--- src/logic/imdr_pkg.sv ---
// shared constants, layout and carrier types of the input module diagnostic record
package imdr_pkg;

  localparam int unsigned REC_BYTES = 20;
  localparam int unsigned HEAD_BYTES = 4;

  // record byte positions
  localparam logic [7:0] BYTE_RSVD_A = 8'h00;
  localparam logic [7:0] BYTE_MODULE_INFO = 8'h01;
  localparam logic [7:0] BYTE_RSVD_C = 8'h02;
  localparam logic [7:0] BYTE_RSVD_D = 8'h03;
  localparam logic [7:0] BYTE_CHANNEL_TYPE = 8'h04;
  localparam logic [7:0] BYTE_DIAG_BITS = 8'h05;
  localparam logic [7:0] BYTE_CHANNEL_COUNT = 8'h06;
  localparam logic [7:0] BYTE_CH_ERR_SUM = 8'h07;
  localparam logic [7:0] BYTE_PER_CH_FIRST = 8'h08;
  localparam logic [7:0] BYTE_PER_CH_LAST = 8'h0F;
  localparam logic [7:0] BYTE_TS_FIRST = 8'h10;

  // module info layout: class in 3..0, channel info present in 4
  localparam logic [3:0] MODULE_CLASS_DIGITAL = 4'hF;
  localparam logic MODULE_CH_INFO_PRESENT = 1'b1;
  localparam logic [7:0] MODULE_INFO_RESET = {3'h0, MODULE_CH_INFO_PRESENT, MODULE_CLASS_DIGITAL};
  localparam logic [6:0] CHANNEL_TYPE_DIG_IN = 7'h70;
  localparam logic [7:0] CHANNEL_TYPE_RESET = {1'b0, CHANNEL_TYPE_DIG_IN};
  localparam logic [7:0] DIAG_BITS_RESET = 8'h00;
  localparam logic [7:0] CHANNEL_COUNT_RESET = 8'h04;
  localparam logic [7:0] RESERVED_VALUE = 8'h00;
  localparam logic [31:0] TIMESTAMP_RESET = 32'h0000_0000;

  // access keys
  localparam logic [15:0] RECORD_SET_HEAD = 16'h0000;
  localparam logic [15:0] RECORD_SET_FULL = 16'h0001;
  localparam logic [15:0] CANOPEN_HEAD = 16'h2F00;
  localparam logic [15:0] CANOPEN_FULL = 16'h2F01;
  localparam logic [15:0] ECAT_INDEX = 16'h5005;
  localparam logic [7:0] ECAT_SUB_FIRST = 8'h02;
  localparam logic [7:0] ECAT_SUB_LAST = 8'h11;
  localparam logic [7:0] ECAT_SUB_TS = 8'h13;

  typedef enum logic [1:0] {
    IMDR_SPACE_RECORD_SET = 2'h0,
    IMDR_SPACE_CANOPEN = 2'h1,
    IMDR_SPACE_ECAT = 2'h2
  } imdr_space_t;

  typedef struct packed {
    logic valid;
    logic write;
    imdr_space_t space;
    logic [15:0] index;
    logic [7:0] sub;
    logic [1:0] byte_sel;
  } imdr_req_t;

  typedef struct packed {
    logic valid;
    logic err;
    logic [7:0] data;
  } imdr_rsp_t;

endpackage

--- src/logic/imdr_diag.sv ---
// diagnostic record of a four channel digital input module, read by record set, index or subindex
//
// Function
// - record set 01h returns whole record; record set 00h returns first four bytes
// - canopen index 2F01h maps whole record; 2F00h maps first four bytes
// - ethercat index 5005h: subindex 02h..11h per byte, 13h timestamp
// - module info: class 1111b, channel info flag bit 4, reads 1Fh
// - channel type 70h digital input, bit 7 always zero
// - diagnostic bits per channel reads 00h
// - channel count reads 04h
// - record generation latches 32-bit microsecond ticker into timestamp, reset zero
// - no interrupts; record is read-only information
`timescale 1ns/10ps
`default_nettype none
module imdr_diag (
  input wire logic ref_clk,
  input wire logic rstn,
  input wire imdr_pkg::imdr_req_t req,
  output logic req_ready,
  output imdr_pkg::imdr_rsp_t rsp,
  input wire logic [31:0] us_ticker,
  input wire logic record_gen
);
  import imdr_pkg::*;

  typedef enum logic [1:0] {
    IMDR_IDLE = 2'b00,
    IMDR_FETCH = 2'b01,
    IMDR_ANSWER = 2'b11
  } imdr_fsm_t;

  typedef struct packed {
    imdr_fsm_t fsm;
    logic [7:0] addr;
    logic err;
    logic [31:0] stamp;
  } imdr_state_t;

  imdr_state_t st;
  imdr_state_t next_st;
  logic take;
  logic [7:0] rom_data;
  logic dec_err;
  logic [7:0] dec_addr;
  logic [7:0] sub_off;

  ////////////////////////////////////////////////////////////////////////////
  // access decode

  assign take = req.valid && req_ready;

  always_comb begin
    dec_err = 1'b1;
    dec_addr = BYTE_RSVD_A;
    sub_off = req.sub - ECAT_SUB_FIRST;
    if (req.write) begin
      dec_err = 1'b1;
    end else if (req.space == IMDR_SPACE_RECORD_SET && req.index == RECORD_SET_FULL) begin
      dec_err = (req.sub >= 8'(REC_BYTES));
      dec_addr = req.sub;
    end else if (req.space == IMDR_SPACE_RECORD_SET && req.index == RECORD_SET_HEAD) begin
      dec_err = (req.sub >= 8'(HEAD_BYTES));
      dec_addr = req.sub;
    end else if (req.space == IMDR_SPACE_CANOPEN && req.index == CANOPEN_FULL) begin
      dec_err = (req.sub >= 8'(REC_BYTES));
      dec_addr = req.sub;
    end else if (req.space == IMDR_SPACE_CANOPEN && req.index == CANOPEN_HEAD) begin
      dec_err = (req.sub >= 8'(HEAD_BYTES));
      dec_addr = req.sub;
    end else if (req.space == IMDR_SPACE_ECAT && req.index == ECAT_INDEX) begin
      if (req.sub >= ECAT_SUB_FIRST && req.sub <= ECAT_SUB_LAST) begin
        dec_err = 1'b0;
        dec_addr = sub_off;
      end else if (req.sub == ECAT_SUB_TS) begin
        dec_err = 1'b0;
        dec_addr = BYTE_TS_FIRST + {6'h00, req.byte_sel};
      end
    end
  end

  ////////////////////////////////////////////////////////////////////////////
  // sequencer and snapshot

  always_comb begin
    next_st = st;
    if (record_gen) begin
      next_st.stamp = us_ticker;
    end
    case (st.fsm)
      IMDR_IDLE: begin
        if (take) begin
          next_st.fsm = IMDR_FETCH;
          // refused requests fetch a reserved byte, so the data output reads zero
          next_st.addr = dec_err ? BYTE_RSVD_A : dec_addr;
          next_st.err = dec_err;
        end
      end
      IMDR_FETCH: begin
        next_st.fsm = IMDR_ANSWER;
      end
      IMDR_ANSWER: begin
        next_st.fsm = IMDR_IDLE;
      end
      default: begin
        next_st.fsm = IMDR_IDLE;
      end
    endcase
  end

  always_ff @(posedge ref_clk) begin
    if (!rstn) begin
      st.fsm <= IMDR_IDLE;
      st.addr <= BYTE_RSVD_A;
      st.err <= 1'b0;
      st.stamp <= TIMESTAMP_RESET;
    end else begin
      st <= next_st;
    end
  end

  // snapshot crosses into the rom only while fetching, so a mid-read strobe cannot tear bytes
  imdr_rom u_rom (
    .ref_clk(ref_clk),
    .rstn(rstn),
    .rd_en(st.fsm == IMDR_FETCH),
    .addr(st.addr),
    .stamp(st.stamp),
    .rd_data(rom_data)
  );

  // there is deliberately no interrupt output; answers only follow requests
  assign req_ready = (st.fsm == IMDR_IDLE);
  assign rsp.valid = (st.fsm == IMDR_ANSWER);
  assign rsp.err = st.err;
  assign rsp.data = rom_data;

  ////////////////////////////////////////////////////////////////////////////
  // checks

  a_head_limit: assert property (@(posedge ref_clk) disable iff (!rstn)
    take && !req.write && req.space == IMDR_SPACE_RECORD_SET && req.index == RECORD_SET_HEAD
    && req.sub == 8'h04 |-> ##2 rsp.valid && rsp.err)
    else $error("record set 00h served beyond its head bytes");

  a_canopen_full: assert property (@(posedge ref_clk) disable iff (!rstn)
    take && !req.write && req.space == IMDR_SPACE_CANOPEN && req.index == CANOPEN_FULL
    && req.sub == 8'h06 |-> ##2 rsp.valid && !rsp.err && rsp.data == 8'h04)
    else $error("canopen full record byte 6 wrong");

  a_ecat_modinfo: assert property (@(posedge ref_clk) disable iff (!rstn)
    take && !req.write && req.space == IMDR_SPACE_ECAT && req.index == ECAT_INDEX
    && req.sub == 8'h03 |-> ##2 rsp.valid && !rsp.err && rsp.data == 8'h1F)
    else $error("ethercat subindex 03h not module info");

  a_ecat_type: assert property (@(posedge ref_clk) disable iff (!rstn)
    take && !req.write && req.space == IMDR_SPACE_ECAT && req.index == ECAT_INDEX
    && req.sub == 8'h06 |-> ##2 rsp.valid && rsp.data == 8'h70)
    else $error("channel type byte wrong");

  a_ecat_bits: assert property (@(posedge ref_clk) disable iff (!rstn)
    take && !req.write && req.space == IMDR_SPACE_ECAT && req.index == ECAT_INDEX
    && req.sub == 8'h07 |-> ##2 rsp.valid && !rsp.err && rsp.data == 8'h00)
    else $error("diagnostic bit count not zero");

  a_head_info: assert property (@(posedge ref_clk) disable iff (!rstn)
    take && !req.write && req.space == IMDR_SPACE_RECORD_SET && req.index == RECORD_SET_HEAD
    && req.sub == 8'h01 |-> ##2 rsp.valid && !rsp.err && rsp.data == 8'h1F)
    else $error("module info byte wrong");

  a_stamp_byte: assert property (@(posedge ref_clk) disable iff (!rstn)
    take && !req.write && req.space == IMDR_SPACE_ECAT && req.index == ECAT_INDEX
    && req.sub == 8'h13 && req.byte_sel == 2'h0 && !record_gen
    |-> ##2 rsp.valid && rsp.data == $past(st.stamp[7:0], 2))
    else $error("timestamp byte does not follow snapshot");

  a_chan_count: assert property (@(posedge ref_clk) disable iff (!rstn)
    take && !req.write && req.space == IMDR_SPACE_RECORD_SET && req.index == RECORD_SET_FULL
    && req.sub == 8'h06 |-> ##2 rsp.valid && rsp.data == 8'h04)
    else $error("channel count wrong");

  a_answer_cause: assert property (@(posedge ref_clk) disable iff (!rstn)
    rsp.valid |-> $past(take, 2) && !req_ready)
    else $error("answer without request");

  a_write_refused: assert property (@(posedge ref_clk) disable iff (!rstn)
    take && req.write |-> ##2 rsp.valid && rsp.err && rsp.data == 8'h00)
    else $error("write not refused");

  a_reserved_zero: assert property (@(posedge ref_clk) disable iff (!rstn)
    take && !req.write && req.space == IMDR_SPACE_RECORD_SET && req.index == RECORD_SET_FULL
    && req.sub == 8'h0A |-> ##2 rsp.valid && !rsp.err && rsp.data == 8'h00)
    else $error("reserved byte not zero");

  a_canopen_head: assert property (@(posedge ref_clk) disable iff (!rstn)
    take && !req.write && req.space == IMDR_SPACE_CANOPEN && req.index == CANOPEN_HEAD
    && req.sub == 8'h04 |-> ##2 rsp.valid && rsp.err && rsp.data == 8'h00)
    else $error("canopen head index served beyond its head bytes");

  a_ecat_gap: assert property (@(posedge ref_clk) disable iff (!rstn)
    take && !req.write && req.space == IMDR_SPACE_ECAT && req.index == ECAT_INDEX
    && req.sub == 8'h12 |-> ##2 rsp.valid && rsp.err && rsp.data == 8'h00)
    else $error("unmapped ethercat subindex answered");

  a_ecat_first: assert property (@(posedge ref_clk) disable iff (!rstn)
    take && !req.write && req.space == IMDR_SPACE_ECAT && req.index == ECAT_INDEX
    && req.sub == 8'h02 |-> ##2 rsp.valid && !rsp.err && rsp.data == 8'h00)
    else $error("first ethercat subindex not served");

  a_ecat_last: assert property (@(posedge ref_clk) disable iff (!rstn)
    take && !req.write && req.space == IMDR_SPACE_ECAT && req.index == ECAT_INDEX
    && req.sub == 8'h11 |-> ##2 rsp.valid && !rsp.err && rsp.data == 8'h00)
    else $error("last per channel byte not zero");

  a_stamp_top: assert property (@(posedge ref_clk) disable iff (!rstn)
    take && !req.write && req.space == IMDR_SPACE_ECAT && req.index == ECAT_INDEX
    && req.sub == 8'h13 && req.byte_sel == 2'h3 && !record_gen
    |-> ##2 rsp.valid && !rsp.err && rsp.data == $past(st.stamp[31:24], 2))
    else $error("timestamp top byte does not follow snapshot");

  a_snapshot_latch: assert property (@(posedge ref_clk) disable iff (!rstn)
    record_gen |=> st.stamp == $past(us_ticker))
    else $error("snapshot missed the ticker value");

endmodule
`default_nettype wire

--- src/logic/imdr_rom.sv ---
// record byte image with registered read data
`timescale 1ns/10ps
`default_nettype none
module imdr_rom (
  input wire logic ref_clk,
  input wire logic rstn,
  input wire logic rd_en,
  input wire logic [7:0] addr,
  input wire logic [31:0] stamp,
  output logic [7:0] rd_data
);
  import imdr_pkg::*;

  typedef struct packed {
    logic [7:0] data;
  } imdr_rom_state_t;

  imdr_rom_state_t st;
  imdr_rom_state_t next_st;
  logic [7:0] ts_off;

  always_comb begin
    next_st = st;
    ts_off = addr - BYTE_TS_FIRST;
    if (rd_en) begin
      if (addr == BYTE_MODULE_INFO) begin
        next_st.data = MODULE_INFO_RESET;
      end else if (addr == BYTE_CHANNEL_TYPE) begin
        next_st.data = CHANNEL_TYPE_RESET;
      end else if (addr == BYTE_DIAG_BITS) begin
        next_st.data = DIAG_BITS_RESET;
      end else if (addr == BYTE_CHANNEL_COUNT) begin
        next_st.data = CHANNEL_COUNT_RESET;
      end else if (addr >= BYTE_TS_FIRST) begin
        next_st.data = stamp[{ts_off[1:0], 3'h0} +: 8];
      end else begin
        // reserved error bytes never report anything
        next_st.data = RESERVED_VALUE;
      end
    end
  end

  always_ff @(posedge ref_clk) begin
    if (!rstn) begin
      st <= '0;
    end else begin
      st <= next_st;
    end
  end

  assign rd_data = st.data;

endmodule
`default_nettype wire

--- config.mk ---
export PLATFORM = sky130hd
export DESIGN_NAME = imdr_diag
export DESIGN_NICKNAME = d
export VERILOG_FILES = /design/src/logic/imdr_pkg.sv /design/src/logic/imdr_diag.sv /design/src/logic/imdr_rom.sv
export SDC_FILE = /design/constraint.sdc
export NUM_CORES = 1
export LEC_CHECK = 0
export ABC_CLOCK_PERIOD_IN_PS = 2100
export BUFFER_PORTS_ARGS = -buffer_cell sky130_fd_sc_hd__buf_2
export CAP_MARGIN = 20
export CORE_MARGIN = 4
export CORE_UTILIZATION = 52
export CTS_CLUSTER_DIAMETER = 200
export DETAILED_ROUTE_END_ITERATION = 8
export PLACE_DENSITY = 0.8
export SYNTH_ARGS = -nofsm -noshare
export SYNTH_HDL_FRONTEND = slang
export SYNTH_SLANG_ARGS = --single-unit
--- constraint.sdc ---
create_clock -name ref_clk -period 2.1 [get_ports ref_clk]
set_input_delay 0.42 -clock ref_clk [delete_from_list [all_inputs] [get_ports ref_clk]]
set_output_delay 0.42 -clock ref_clk [all_outputs]
set_load 0.005 [all_outputs]
==> results.sh <==
export IMPL_ys_flop_type="dfxtp_1"
export IMPL_core_um2=4790
export IMPL_cts_max_path_buffers=2
export IMPL_grt_overflow=0
export IMPL_routedWlPerCell_um=14.1
export IMPL_die_area_um2=6240
export IMPL_syn_inst=270
export IMPL_vias=2242
export IMPL_vias_per_cell=5.39
export IMPL_peakVddDrop_uv=431
export IMPL_outcome="finished, final reports clean"
export IMPL_final_cell_mix="75 x buf_2, 51 x dfxtp_1, 36 x nor2b_1, 32 x mux2i_1, 22 x nand2_1"
export IMPL_cts_tree="built"
export IMPL_cts_sinks=51
export IMPL_grt_first_pass_wirelength_mm=9.77
export IMPL_fp_dieH_um=79.0
export IMPL_reg2reg_depth=5
export IMPL_timing_rr_start="st[37]"
export IMPL_reg2reg_slack_ns=0.41
export IMPL_drt_iter0_markers=161
export IMPL_critPathKind="input pin to flop"
export IMPL_antenna_found_initial=0
export IMPL_avgSynthCellArea_um2=9.70
export IMPL_synth_edf_count=0
export IMPL_insertion_delay_ns=0.30
export IMPL_drv_cap=0
export IMPL_ys_warn_count=0
export IMPL_antenna_cells=0
export IMPL_cts_root_buffer="clkbuf_8"
export IMPL_async_flop_share_pct=0
export IMPL_layout_nets=415
export IMPL_ios=76
export IMPL_portBuffers=75
export IMPL_end_kind="flop"
export IMPL_met3_usage_pct=4.31
export IMPL_cts_hold_buffers=0
export IMPL_fin_cells=416
export IMPL_whs_ns=0.367
export IMPL_rsz0062_at_grt="false"
export IMPL_r2r_end="u_rom.rd_data[0]"
export IMPL_ys_types=57
export IMPL_grt_usage_pct=19.2
export IMPL_cts_resized_gates=0
export IMPL_tns_ns=0
export IMPL_antenna_left=0
export IMPL_cp_max_fo=8
export IMPL_crit_required_ns=2.31
export IMPL_drive_gt1_share_pct=32.1
export IMPL_worstHoldStart="us_ticker[2]"
export IMPL_layout_commonest_cell="buf_2"
export IMPL_synth_net_count=337
export IMPL_drc_errors=0
export IMPL_finalClockSkew_ns=0.0126
export IMPL_whs_path_depth=3
export IMPL_wl_mm=5.85
export IMPL_start_util_pct=54.7
export IMPL_dp_final_hpwl_mm=4.56
export IMPL_synthesis_area_um2=2620
export IMPL_synth_seq_cells=51
export IMPL_cp_arrival_ns=1.97
export IMPL_p_per_area_nw_per_um2=597
export IMPL_min_period_ns=1.76
export IMPL_core_rowCount=25
export IMPL_die_x_um=79.0
export IMPL_grt_pass1_vias=2179
export IMPL_worstMarginPinSlew_ns=0.551
export IMPL_syn_to_final_growth_pct=22.1
export IMPL_relSlewSlack_pct=63.2
export IMPL_min_path_type="input pin to flop"
export IMPL_htreeDepth=2
export IMPL_grt_busiest_layer="met2"
export IMPL_fillCellCount=404
export IMPL_p_leak_uw=0.00138
export IMPL_firstDrtPassIters=4
export IMPL_slew_violations=0
export IMPL_period_share_pct=83.9
export IMPL_synth_seq_area_share_pct=39.0
export IMPL_finalSetupViolCount=0
export IMPL_clk_pin_slew_ns=0.09
export IMPL_grt_max_degree=44
export IMPL_place_inst=408
export IMPL_cts_buffers=5
export IMPL_hold_viol=0
export IMPL_gp_congestion=0.896
export IMPL_fmax_mhz=568
export IMPL_cp_start_kind="input pin"
export IMPL_grtUsageMet1_pct=24.5
export IMPL_min_to="st[2]"
export IMPL_use_met2_pct=33.1
export IMPL_post_cts_buffers=0
## layer usage
layer  share of wire (%)  vias up
met4                 1.4        0
met5                   0        -
met3                 6.1        9
li1                    -     1131
met2                  49       66
met1                  43     1036
## through the flow
| step | setup slack, ns | utilization [%] | area (um2) | total power (uW) |
|---|---|---|---|---|
| global route | 0.148 | 66.8 | 3200 | 1990 |
| global placement | 0.0782 | 64.8 | 3100 | 1340 |
| floorplan | 0.174 | - | 2620 | 1220 |
| CTS | 0.334 | 66.8 | 3200 | 1920 |
| detailed placement | 0.0276 | 64.8 | 3100 | 1350 |
| finish | 0.338 | 66.8 | 3200 | 1910 |
## synthesized netlist by cell type, types with 2 or more instances
| cell | count | area, um2 |
|---|---|---|
| mux4_2 | 7 | 158 |
| nor2b_1 | 36 | 225 |
| and3_1 | 2 | 12.5 |
| clkbuf_1 | 9 | 33.8 |
| a31oi_1 | 2 | 12.5 |
| a22oi_1 | 3 | 22.5 |
| o21ai_0 | 14 | 70.1 |
| dfxtp_1 | 51 | 1020 |
| nor4_1 | 3 | 18.8 |
| buf_1 | 3 | 11.3 |
| o31ai_1 | 4 | 30.0 |
| inv_1 | 7 | 26.3 |
| nor2_1 | 8 | 30.0 |
| mux2_2 | 3 | 33.8 |
| nand4b_1 | 2 | 17.5 |
| nand2_1 | 22 | 82.6 |
| nor3b_1 | 2 | 15.0 |
| o32ai_1 | 2 | 17.5 |
| or3_1 | 3 | 18.8 |
| nor3_1 | 4 | 20.0 |
| mux2i_1 | 32 | 320 |
| ha_1 | 2 | 25.0 |
| xor2_1 | 3 | 26.3 |
| nor4b_1 | 2 | 17.5 |
| and2_1 | 3 | 18.8 |
| a21oi_1 | 10 | 50.1 |
## critical path, stage by stage
cell and delay (ns):
buf_2 0.10, nor4_1 0.44, and4b_1 0.27, o311ai_1 0.13, a211o_2 0.38, o31ai_1 0.24
## cell type report
type,count,area (um2),area share [%]
inverters,7,26.3,0.822
repair buffers,87,478,15.0
well taps,67,83.8,2.62
flip-flops and latches,51,1020,31.9
clock inverters,1,8.76,0.274
multi-input cells,196,1490,46.7
clock buffers,7,86.3,2.70
## power by group
group	switching (uW)	internal, uW	leakage [uW]
clock network	315	270	0.0000484
logic	132	146	0.000915
registers	26.3	1020	0.000419
total	473	1430	0.00138
## how the worst max path moves through the flow
stage,endpoint,startpoint,slack [ns],cells past startpoint
finish,st[39],req[27],0.34,6
global route,st[40],req[27],0.15,6
CTS,st[39],req[27],0.33,6
detailed placement,st[39],req[27],0.03,6
global placement,st[40],req[5],0.08,7
floorplan,st[36],req[6],0.17,6
## cells by family (layout without fill, tap and decap cells)
family,count (synthesis),after routing,share of synthesized area (%)
simple gates,104,104,24.3
flops,51,51,39.0
compound gates,44,44,10.9
mux,42,42,19.5
buf+inv,23,102,4.01
xor+xnor,4,4,1.34
fa+ha+maj,2,2,0.955
## state kept, by name, summed over array words and instances (netlist names)
signal and cells:
st 42, rsp 1, u_rom.rd_data 8
No activity file was read; power rests on OpenSTA's default activity.
